===== src/include/swtom_consts.vh =====
// swtom_consts.vh: offsets, field positions, reset values and widths of the port time-out monitor
// assumes inclusion by bare name from design files under hdl/
`ifndef SWTOM_CONSTS_VH
`define SWTOM_CONSTS_VH

// register byte offsets
`define SWTOM_OFF_ENABLE_CTL 12'h04e4
`define SWTOM_OFF_REPORT_CTL 12'h04e8
`define SWTOM_OFF_DISCARD_CNT 12'h04ec
`define SWTOM_OFF_STATUS 12'h04f0
`define SWTOM_OFF_IRQ_CLEAR 12'h04f4
`define SWTOM_OFF_IRQ_ENABLE 12'h04f8
`define SWTOM_ADDR_W 12

// reset values
`define SWTOM_RST_ENABLE 1'h1
`define SWTOM_RST_REPORT 6'h02
`define SWTOM_RST_COUNT 8'h00

// report selector encodings
`define SWTOM_SEL_NONE 2'h0
`define SWTOM_SEL_COR 2'h1
`define SWTOM_SEL_NONFATAL 2'h2
`define SWTOM_SEL_FATAL 2'h3

// report field positions, class c occupies bits 2c+1:2c
`define SWTOM_REPORT_W 6
// count field positions, class c occupies bits 8c+7:8c
`define SWTOM_COUNT_W 8
`define SWTOM_COUNT_MAX 8'hff

// queue classes: 0 posted, 1 non-posted, 2 completion
`define SWTOM_NCLASS 3
// width of a queue wait age and of the time-out limit
`define SWTOM_AGE_W 16

`endif


===== src/hdl/swtom_sat_counter.v =====
// swtom_sat_counter.v: one 8-bit saturating discard counter, cleared by a read
// assumes increments and clears arrive synchronous to clk_sys_in
`timescale 1ns/10ps
`default_nettype none
`include "swtom_consts.vh"

module swtom_sat_counter (
  input wire clk_sys_in,
  input wire rst_in,
  input wire inc_in,
  input wire clear_in,
  output reg [`SWTOM_COUNT_W-1:0] count_out
);

  // read clear returns the value first; a discard in the same cycle is kept as one
  always @(posedge clk_sys_in) begin
    if (rst_in) begin
      count_out <= `SWTOM_RST_COUNT;
    end else if (clear_in) begin
      count_out <= {{(`SWTOM_COUNT_W-1){1'b0}}, inc_in};
    end else if (inc_in && count_out != `SWTOM_COUNT_MAX) begin
      count_out <= count_out + 8'h01;
    end
  end

endmodule // swtom_sat_counter
`default_nettype wire


===== src/hdl/swtom_report_gen.v =====
// swtom_report_gen.v: turns a class's status rising edge into a one-cycle error message request
// assumes the message sender takes one request per cycle on each severity line
`timescale 1ns/10ps
`default_nettype none
`include "swtom_consts.vh"

module swtom_report_gen (
  input wire clk_sys_in,
  input wire rst_in,
  input wire status_in,
  input wire [1:0] sel_in,
  output reg msg_cor_out,
  output reg msg_nonfatal_out,
  output reg msg_fatal_out
);

  reg status_prev;
  wire rise;

  // only a zero to one change reports
  assign rise = status_in & ~status_prev;

  // encode the selector into one message pulse
  always @(posedge clk_sys_in) begin
    if (rst_in) begin
      status_prev <= 1'b0;
      msg_cor_out <= 1'b0;
      msg_nonfatal_out <= 1'b0;
      msg_fatal_out <= 1'b0;
    end else begin
      status_prev <= status_in;
      msg_cor_out <= rise && sel_in == `SWTOM_SEL_COR;
      msg_nonfatal_out <= rise && sel_in == `SWTOM_SEL_NONFATAL;
      msg_fatal_out <= rise && sel_in == `SWTOM_SEL_FATAL;
    end
  end

endmodule // swtom_report_gen
`default_nettype wire


===== src/hdl/swtom_monitor.v =====
// swtom_monitor.v: ingress queue time-out monitor of one switch port with its register bank
// assumes a synchronous register port with read data one cycle after the read strobe,
// and a queue that reports the head packet's wait age per class and drops on request
`timescale 1ns/10ps
`default_nettype none
`include "swtom_consts.vh"

module swtom_monitor (
  input wire clk_sys_in,
  input wire rst_in,
  input wire sticky_rst_in,
  input wire [`SWTOM_ADDR_W-1:0] reg_addr_in,
  input wire [31:0] reg_wdata_in,
  input wire reg_wr_in,
  input wire reg_rd_in,
  output reg [31:0] reg_rdata_out,
  input wire [`SWTOM_AGE_W-1:0] timeout_limit_in,
  input wire [`SWTOM_NCLASS-1:0] head_valid_in,
  input wire [`SWTOM_NCLASS*`SWTOM_AGE_W-1:0] head_age_in,
  output reg [`SWTOM_NCLASS-1:0] discard_out,
  output reg [`SWTOM_NCLASS-1:0] timeout_status_out,
  output reg msg_cor_out,
  output reg msg_nonfatal_out,
  output reg msg_fatal_out,
  output reg irq_out
);

  // sticky control state
  reg timeout_discard_enable;
  reg [`SWTOM_REPORT_W-1:0] report_sel;
  // status, interrupt state
  reg [`SWTOM_NCLASS-1:0] timeout_status_reg;
  reg [`SWTOM_NCLASS-1:0] irq_enable;
  reg [31:0] next_rdata;
  wire [`SWTOM_NCLASS-1:0] drop;
  wire [`SWTOM_NCLASS*`SWTOM_COUNT_W-1:0] counts;
  wire [`SWTOM_NCLASS-1:0] msg_cor;
  wire [`SWTOM_NCLASS-1:0] msg_nonfatal;
  wire [`SWTOM_NCLASS-1:0] msg_fatal;
  wire [`SWTOM_NCLASS-1:0] status_clr;
  wire cnt_rd;
  wire sel_enable;
  wire sel_report;
  wire sel_clear;
  wire sel_irq_en;

  assign sel_enable = reg_addr_in == `SWTOM_OFF_ENABLE_CTL;
  assign sel_report = reg_addr_in == `SWTOM_OFF_REPORT_CTL;
  assign sel_clear = reg_addr_in == `SWTOM_OFF_IRQ_CLEAR;
  assign sel_irq_en = reg_addr_in == `SWTOM_OFF_IRQ_ENABLE;
  assign cnt_rd = reg_rd_in && reg_addr_in == `SWTOM_OFF_DISCARD_CNT;
  assign status_clr = (reg_wr_in && sel_clear) ? reg_wdata_in[`SWTOM_NCLASS-1:0] : {`SWTOM_NCLASS{1'b0}};

  // per-class drop decision, counter and report generator
  genvar c;
  generate
    for (c = 0; c < `SWTOM_NCLASS; c = c + 1) begin : g_class
      // head packet waited beyond the limit while enabled
      assign drop[c] = timeout_discard_enable && head_valid_in[c] &&
        head_age_in[c*`SWTOM_AGE_W +: `SWTOM_AGE_W] > timeout_limit_in;

      // discard count of this class
      swtom_sat_counter u_count (
        .clk_sys_in(clk_sys_in),
        .rst_in(sticky_rst_in),
        .inc_in(drop[c]),
        .clear_in(cnt_rd),
        .count_out(counts[c*`SWTOM_COUNT_W +: `SWTOM_COUNT_W])
      );

      // message request on status rise
      swtom_report_gen u_report (
        .clk_sys_in(clk_sys_in),
        .rst_in(rst_in),
        .status_in(timeout_status_reg[c]),
        .sel_in(report_sel[2*c +: 2]),
        .msg_cor_out(msg_cor[c]),
        .msg_nonfatal_out(msg_nonfatal[c]),
        .msg_fatal_out(msg_fatal[c])
      );
    end
  endgenerate

  // sticky control registers, held across the ordinary reset
  always @(posedge clk_sys_in) begin
    if (sticky_rst_in) begin
      timeout_discard_enable <= `SWTOM_RST_ENABLE;
      report_sel <= `SWTOM_RST_REPORT;
    end else if (reg_wr_in) begin
      if (sel_enable) begin
        timeout_discard_enable <= reg_wdata_in[0];
      end
      if (sel_report) begin
        report_sel <= reg_wdata_in[`SWTOM_REPORT_W-1:0];
      end
    end
  end

  // status bits set by a discard; set wins over a write-one clear
  always @(posedge clk_sys_in) begin
    if (rst_in) begin
      timeout_status_reg <= {`SWTOM_NCLASS{1'b0}};
      irq_enable <= {`SWTOM_NCLASS{1'b0}};
    end else begin
      timeout_status_reg <= (timeout_status_reg & ~status_clr) | drop;
      if (reg_wr_in && sel_irq_en) begin
        irq_enable <= reg_wdata_in[`SWTOM_NCLASS-1:0];
      end
    end
  end

  // read data mux; reserved bits and unmapped addresses read zero
  always @* begin
    next_rdata = 32'h0000_0000;
    case (reg_addr_in)
      `SWTOM_OFF_ENABLE_CTL: next_rdata[0] = timeout_discard_enable;
      `SWTOM_OFF_REPORT_CTL: next_rdata[`SWTOM_REPORT_W-1:0] = report_sel;
      `SWTOM_OFF_DISCARD_CNT: next_rdata[23:0] = counts;
      `SWTOM_OFF_STATUS: next_rdata[`SWTOM_NCLASS-1:0] = timeout_status_reg;
      `SWTOM_OFF_IRQ_ENABLE: next_rdata[`SWTOM_NCLASS-1:0] = irq_enable;
      default: next_rdata = 32'h0000_0000;
    endcase
  end

  // registered outputs
  always @(posedge clk_sys_in) begin
    if (rst_in) begin
      reg_rdata_out <= 32'h0000_0000;
      discard_out <= {`SWTOM_NCLASS{1'b0}};
      timeout_status_out <= {`SWTOM_NCLASS{1'b0}};
      msg_cor_out <= 1'b0;
      msg_nonfatal_out <= 1'b0;
      msg_fatal_out <= 1'b0;
      irq_out <= 1'b0;
    end else begin
      reg_rdata_out <= reg_rd_in ? next_rdata : 32'h0000_0000;
      discard_out <= drop;
      timeout_status_out <= timeout_status_reg;
      msg_cor_out <= |msg_cor;
      msg_nonfatal_out <= |msg_nonfatal;
      msg_fatal_out <= |msg_fatal;
      irq_out <= |(timeout_status_reg & irq_enable);
    end
  end

endmodule // swtom_monitor
`default_nettype wire


===== config.mk =====
export PLATFORM = sky130hd
export DESIGN_NAME = swtom_monitor
export DESIGN_NICKNAME = d
export VERILOG_FILES = /design/src/hdl/swtom_sat_counter.v /design/src/hdl/swtom_report_gen.v /design/src/hdl/swtom_monitor.v
export VERILOG_INCLUDE_DIRS = /design/src /design/src/include
export SDC_FILE = /design/constraint.sdc
export NUM_CORES = 1
export LEC_CHECK = 0
export BUFFER_PORTS_ARGS = -buffer_cell sky130_fd_sc_hd__buf_2
export CORE_ASPECT_RATIO = 0.7
export CORE_UTILIZATION = 50
export CTS_CLUSTER_DIAMETER = 100
export DETAILED_ROUTE_END_ITERATION = 12
export HOLD_SLACK_MARGIN = 0.12
export PLACE_DENSITY = 0.92
export SLEW_MARGIN = 15
export SYNTH_ARGS = -nofsm -noshare
export SYNTH_HDL_FRONTEND = slang
export SYNTH_SLANG_ARGS = --single-unit

===== constraint.sdc =====
create_clock -name clk_sys_in -period 2.4 [get_ports clk_sys_in]
set_clock_uncertainty 0.05 [all_clocks]
set_input_delay 0.12 -clock clk_sys_in [delete_from_list [all_inputs] [get_ports clk_sys_in]]
set_output_delay 0.12 -clock clk_sys_in [all_outputs]
set_load 0.005 [all_outputs]

---- Word level (Yosys, flattened, before mapping) ----
Cells that the tools add are included.
storage, ports and cells
  flip-flop bits (word level) ............. 91
  bits of input ports ..................... 116
  output and inout port bits .............. 42
  word-level logic and storage cells ...... 110
operators by class
  $add $sub $neg .......................... 3
  $lt $le $gt $ge ......................... 3
  equal/unequal tests ..................... 18
  mux-type cells .......................... 10
  bitwise logic cells ..................... 12
  reductions and logical operators ........ 33
operators by type and width
  kind                    number
  $eq A12 B11 Y1 const B  6
  $gt A16 B16 Y1          3
  $add A8 B1 Y8 const B   3
  $ne A8 B8 Y1 const B    3
  $logic_and A1 B1 Y1     21
  $reduce_or A3 Y1        5
  $eq A2 B2 Y1 const B    6
  $pmux W2 S4             1
  $and A3 B3 Y3           2
  $eq A2 B1 Y1 const B    3
  $mux W1                 6
  $pmux W3 S2             1
  $reduce_bool A2 Y1      3
  $not A1 Y1              5
  $pmux W1 S5             1
  $reduce_and A2 Y1       2
  $reduce_or A2 Y1        2
  $and A1 B1 Y1           3
  $mux W3                 1
  $not A3 Y3              1
  $or A3 B3 Y3            1

---- Depth between registers and ports, before layout ----
  depth after elaboration ................. 6
  gate-level depth with buffers ........... 9
  mapped depth without buffers ............ 8

---- Cells and area by module ----
From an unflattened synthesis, not the netlist that was laid out.
unflattened totals
  cell total of the unflattened synthesis .. 468
  area total of the unflattened synthesis .. 4461.8 um^2
by module, submodules not included
  module             times used  cells each  area each (um^2)  seq. area each (um^2)
  swtom_monitor      1           303         2840.2            940.9
  swtom_sat_counter  3           46          410.4             160.2
  swtom_report_gen   3           9           130.1             80.1

---- Worst setup path after synthesis ----
OpenSTA, ideal clock, no wires.
  path type ............................... input -> register
  from .................................... input timeout_limit_in[15]
  to ...................................... register g_class[2].u_count.count_out[7]
  setup time .............................. 0.116 ns
  arrival ................................. 1.870 ns
  data required time ...................... 2.234 ns
  setup slack ............................. 0.364 ns
  stages .................................. 8
  path buffers ............................ 0
  cell sequence ........................... inv_1 -> ha_1 -> nand4_2 -> nor4_2 -> a21boi_2 -> o41ai_2 -> or4_1 -> o211a_1
between the ends
  word-level cells in the longest chain between the ends .. 3
RTL lines
  what                           RTL line                RTL
  from (decl)                    swtom_monitor.v:17      input wire [`SWTOM_AGE_W-1:0] timeout_limit_in,
  $gt A16 B16 Y1                 swtom_monitor.v:60      head_age_in[c*`SWTOM_AGE_W +: `SWTOM_AGE_W] > timeout_limit_in;
  $logic_and A1 B1 Y1            swtom_monitor.v:59      assign drop[c] = timeout_discard_enable && head_valid_in[c] &&
  $logic_and A1 B1 Y1 (no line)  -
  to (signal assigned)           swtom_sat_counter.v:18  count_out <= `SWTOM_RST_COUNT;
  to (signal assigned)           swtom_sat_counter.v:20  count_out <= {{(`SWTOM_COUNT_W-1){1'b0}}, inc_in};
  to (signal assigned)           swtom_sat_counter.v:22  count_out <= count_out + 8'h01;
  to (decl)                      swtom_sat_counter.v:12  output reg [`SWTOM_COUNT_W-1:0] count_out
No other way between the ends.
A chain may end at the register's enable or synchronous reset.

---- Final worst setup path ----
  from .................................... input reg_addr_in[9]
  to ...................................... register report_sel[4]
between the ends
  word-level cells in the longest chain between the ends .. 2
RTL lines
  what                         RTL line            RTL
  from (decl)                  swtom_monitor.v:12  input wire [`SWTOM_ADDR_W-1:0] reg_addr_in,
  $eq A12 B11 Y1               -
  $reduce_and A2 Y1 (no line)  -
  to (signal assigned)         swtom_monitor.v:88  report_sel <= `SWTOM_RST_REPORT;
  to (signal assigned)         swtom_monitor.v:94  report_sel <= reg_wdata_in[`SWTOM_REPORT_W-1:0];
  to (decl)                    swtom_monitor.v:30  reg [`SWTOM_REPORT_W-1:0] report_sel;
No other way between the ends.

==> results.cfg <==
[critical_path]
ff2ff_setup_slack_ns = 0.49
crit_type = in -> reg
cp_top_family = simple AND/OR/NAND/NOR gates
ff2ff_path_depth = 6
critPathMaxStageDelay_ns = 0.55
path_buf_inv = 3
crit_fanout = 9
cp-end-kind = register
crit_chain = buf_2 > nor4b_1 > and4_1 > buf_4 > nand4_1 > mux2i_1 > nor2_1 > dlygate4sd3_1
cp_slowest_cell = dlygate4sd3_1
crit_arrival_ns = 2.42
required_ns = 2.57
path_depth = 8
worstSetupStartpointType = primary input

[route]
drc_errors = 0
drtPass1Iterations = 5
wl_per_cell_microns = 15.2
drtIter0Drc = 334
viasPerCell = 5.57
drt-total-wl_microns = 11700
num_vias = 4266
final_antenna_net_count = 0

[floorplan]
die_w_microns = 113
start_util_pct = 51.3
fp.dieArea_sq_um = 9050
ios = 158
core_area_sq_um = 8440
placementRows = 28
die_h_microns = 79.9

[clock_network]
cts.sinks = 80
cts_tree = yes
cts_root_buf = clkbuf_16
clock_latency_ns = 0.34
cts_max_path_buffers = 2
clk_pin_slew_worst_paths_ns = 0.06
numCtsBuffers = 9
htree_levels = 3
cts_setup_buffers = 0

[global_route]
overflow = 0
grt_max_degree = 20
antenna_found_initial = 0
grt_use_total_pct = 26.1
grt_pass1_wl_microns = 18600
grt_pass1_vias = 4126

[min_path]
min_path_cells = 3
hp-class = in -> reg

[timing]
slew_viol_final = 0
finalSetupViolCount = 0
max_slew_margin_pct = 60.6
period_share_pct = 93.7
hold_viol_final = 0
rsz0062_at_grt = no
fin_crit_ns = 2.25
worst_pin_slew_ns = 0.589
timing.hold.ws_ns = 0.130
max_clock_freq_ghz = 0.445

[cells_and_area]
final_util_pct = 65.6
n_antenna_cell = 0
layout_common_cells = 123 x buf_2, 80 x dfxtp_1, 51 x ha_1
area_growth_pct = 27.7
final_cells = 766
reg_top3 = g_class.u_count.count_out (24), reg_rdata_out (24), report_sel (6)
nets = 808
fill_cells = 656
final_common_cell = buf_2
drive_above_1_share_pct = 25.4
stdcell_area_sq_um = 5540

[synth]
yosys.area.top_type_share_pct = 37.0
netlist_instances = 496
ys_ff_latch = 80
syn_area_sq_um = 4330
yosys_warnings = 0
synthTopCellsByArea = dfxtp_1 37%, ha_1 15%, a21oi_1 4.7%
syn_area_per_cell_sq_um = 8.74
ys_types = 56
post-synth-top-area-cell = dfxtp_1
ys.flop_type = dfxtp_1
synth_seq_area_share_pct = 37.0
synth_edf_count = 0
synthArstFlopShare_pct = 0

[outcome]
status = finished clean

[power]
ir_drop_v = 0.000382
leakagePower_nw = 2.65
p_total_w = 0.00313
power.density_nw_per_um2 = 566

[placement]
dpl_cell_area_sq_um = 5100
place.gp.congestion = 0.918
dp_cells = 737
dp_hpwl_microns = 8850
port_buffers = 123

[flow_run]
max-cap-violations = 0
[timing repair]
item	CTS	global route
setup endpoints to repair	0	2
gates resized for setup	0	1
hold buffers	13	0
endpoints found under the hold margin	17	0
[worst reg2reg max path: cells and delay by family, from the launching register on]
| family | cells | cell delay [ns] |
|---|---|---|
| fa+ha+maj | 1 | 0.26 |
| simple gates | 4 | 0.97 |
| flops | 1 | 0.37 |
| compound gates | 1 | 0.19 |
[power by group]
part	internal, W	switching, W	total (W)
clock	0.000809	0.000543	0.00135
combinational	0.000193	0.000225	0.000418
sequential	0.00135	0.0000163	0.00136
[logic make-up (layout without fill, tap and decap cells)]
family	after synthesis	in the layout	share of synthesized area, %
adder cells (fa/ha/maj)	51	51	14.7
other	1	8	0.0865
AND/OR/NAND/NOR	190	190	23.6
multiplexers	10	10	2.31
buffers and inverters	56	199	5.92
AO/OA/AOI/OAI	108	108	16.4
flip-flops	80	80	37.0
[per-layer routing]
metal  track usage (%)  vias up  part of all wire (%)
li1                  -     2067                     -
met1              31.2     1971                    44
met2              45.8      199                    47
met3              6.15       29                   6.8
met4              9.61        0                   2.0
met5                 0        -                     0
[final timing paths]
| check | from | to |
|---|---|---|
| max reg2reg | g_class[1].u_count.count_out[0] | g_class[1].u_count.count_out[5] |
| min | reg_wdata_in[0] | timeout_discard_enable |
| min reg2reg | g_class[2].u_report.msg_cor_out | msg_cor_out |
| max | reg_addr_in[9] | report_sel[4] |
[per-stage QoR]
| stage | setup TNS (ns) | setup slack [ns] |
|---|---|---|
| floorplan | 0 | 0.364 |
| global placement | -0.00743 | -0.00743 |
| detailed placement | -1.01 | -0.194 |
| CTS | 0 | 0.136 |
| global route | 0 | 0.0638 |
| finish | 0 | 0.152 |
[layout make-up]
cell class | instances | area [sq um] | share of cell area, %
multi-input combinational | 367 | 2510 | 45.3
sequential | 80 | 1600 | 28.9
timing repair buffer | 151 | 858 | 15.5
clock buffer | 10 | 229 | 4.14
tap | 120 | 150 | 2.71
inverter | 32 | 120 | 2.17
clock inverter | 6 | 68.8 | 1.24
[Yosys cell counts, drive strengths merged (7+ instances only)]
cell,instances
ha,51
nor3,7
a21o,8
mux2i,10
and3,8
nand3,15
buf,17
a21oi,41
nor2,40
nand2,40
nand4,14
clkbuf,7
inv,32
o211ai,7
nor2b,10
o21ai,18
and2,22
dfxtp,80
(Power assumes the default switching activity.)
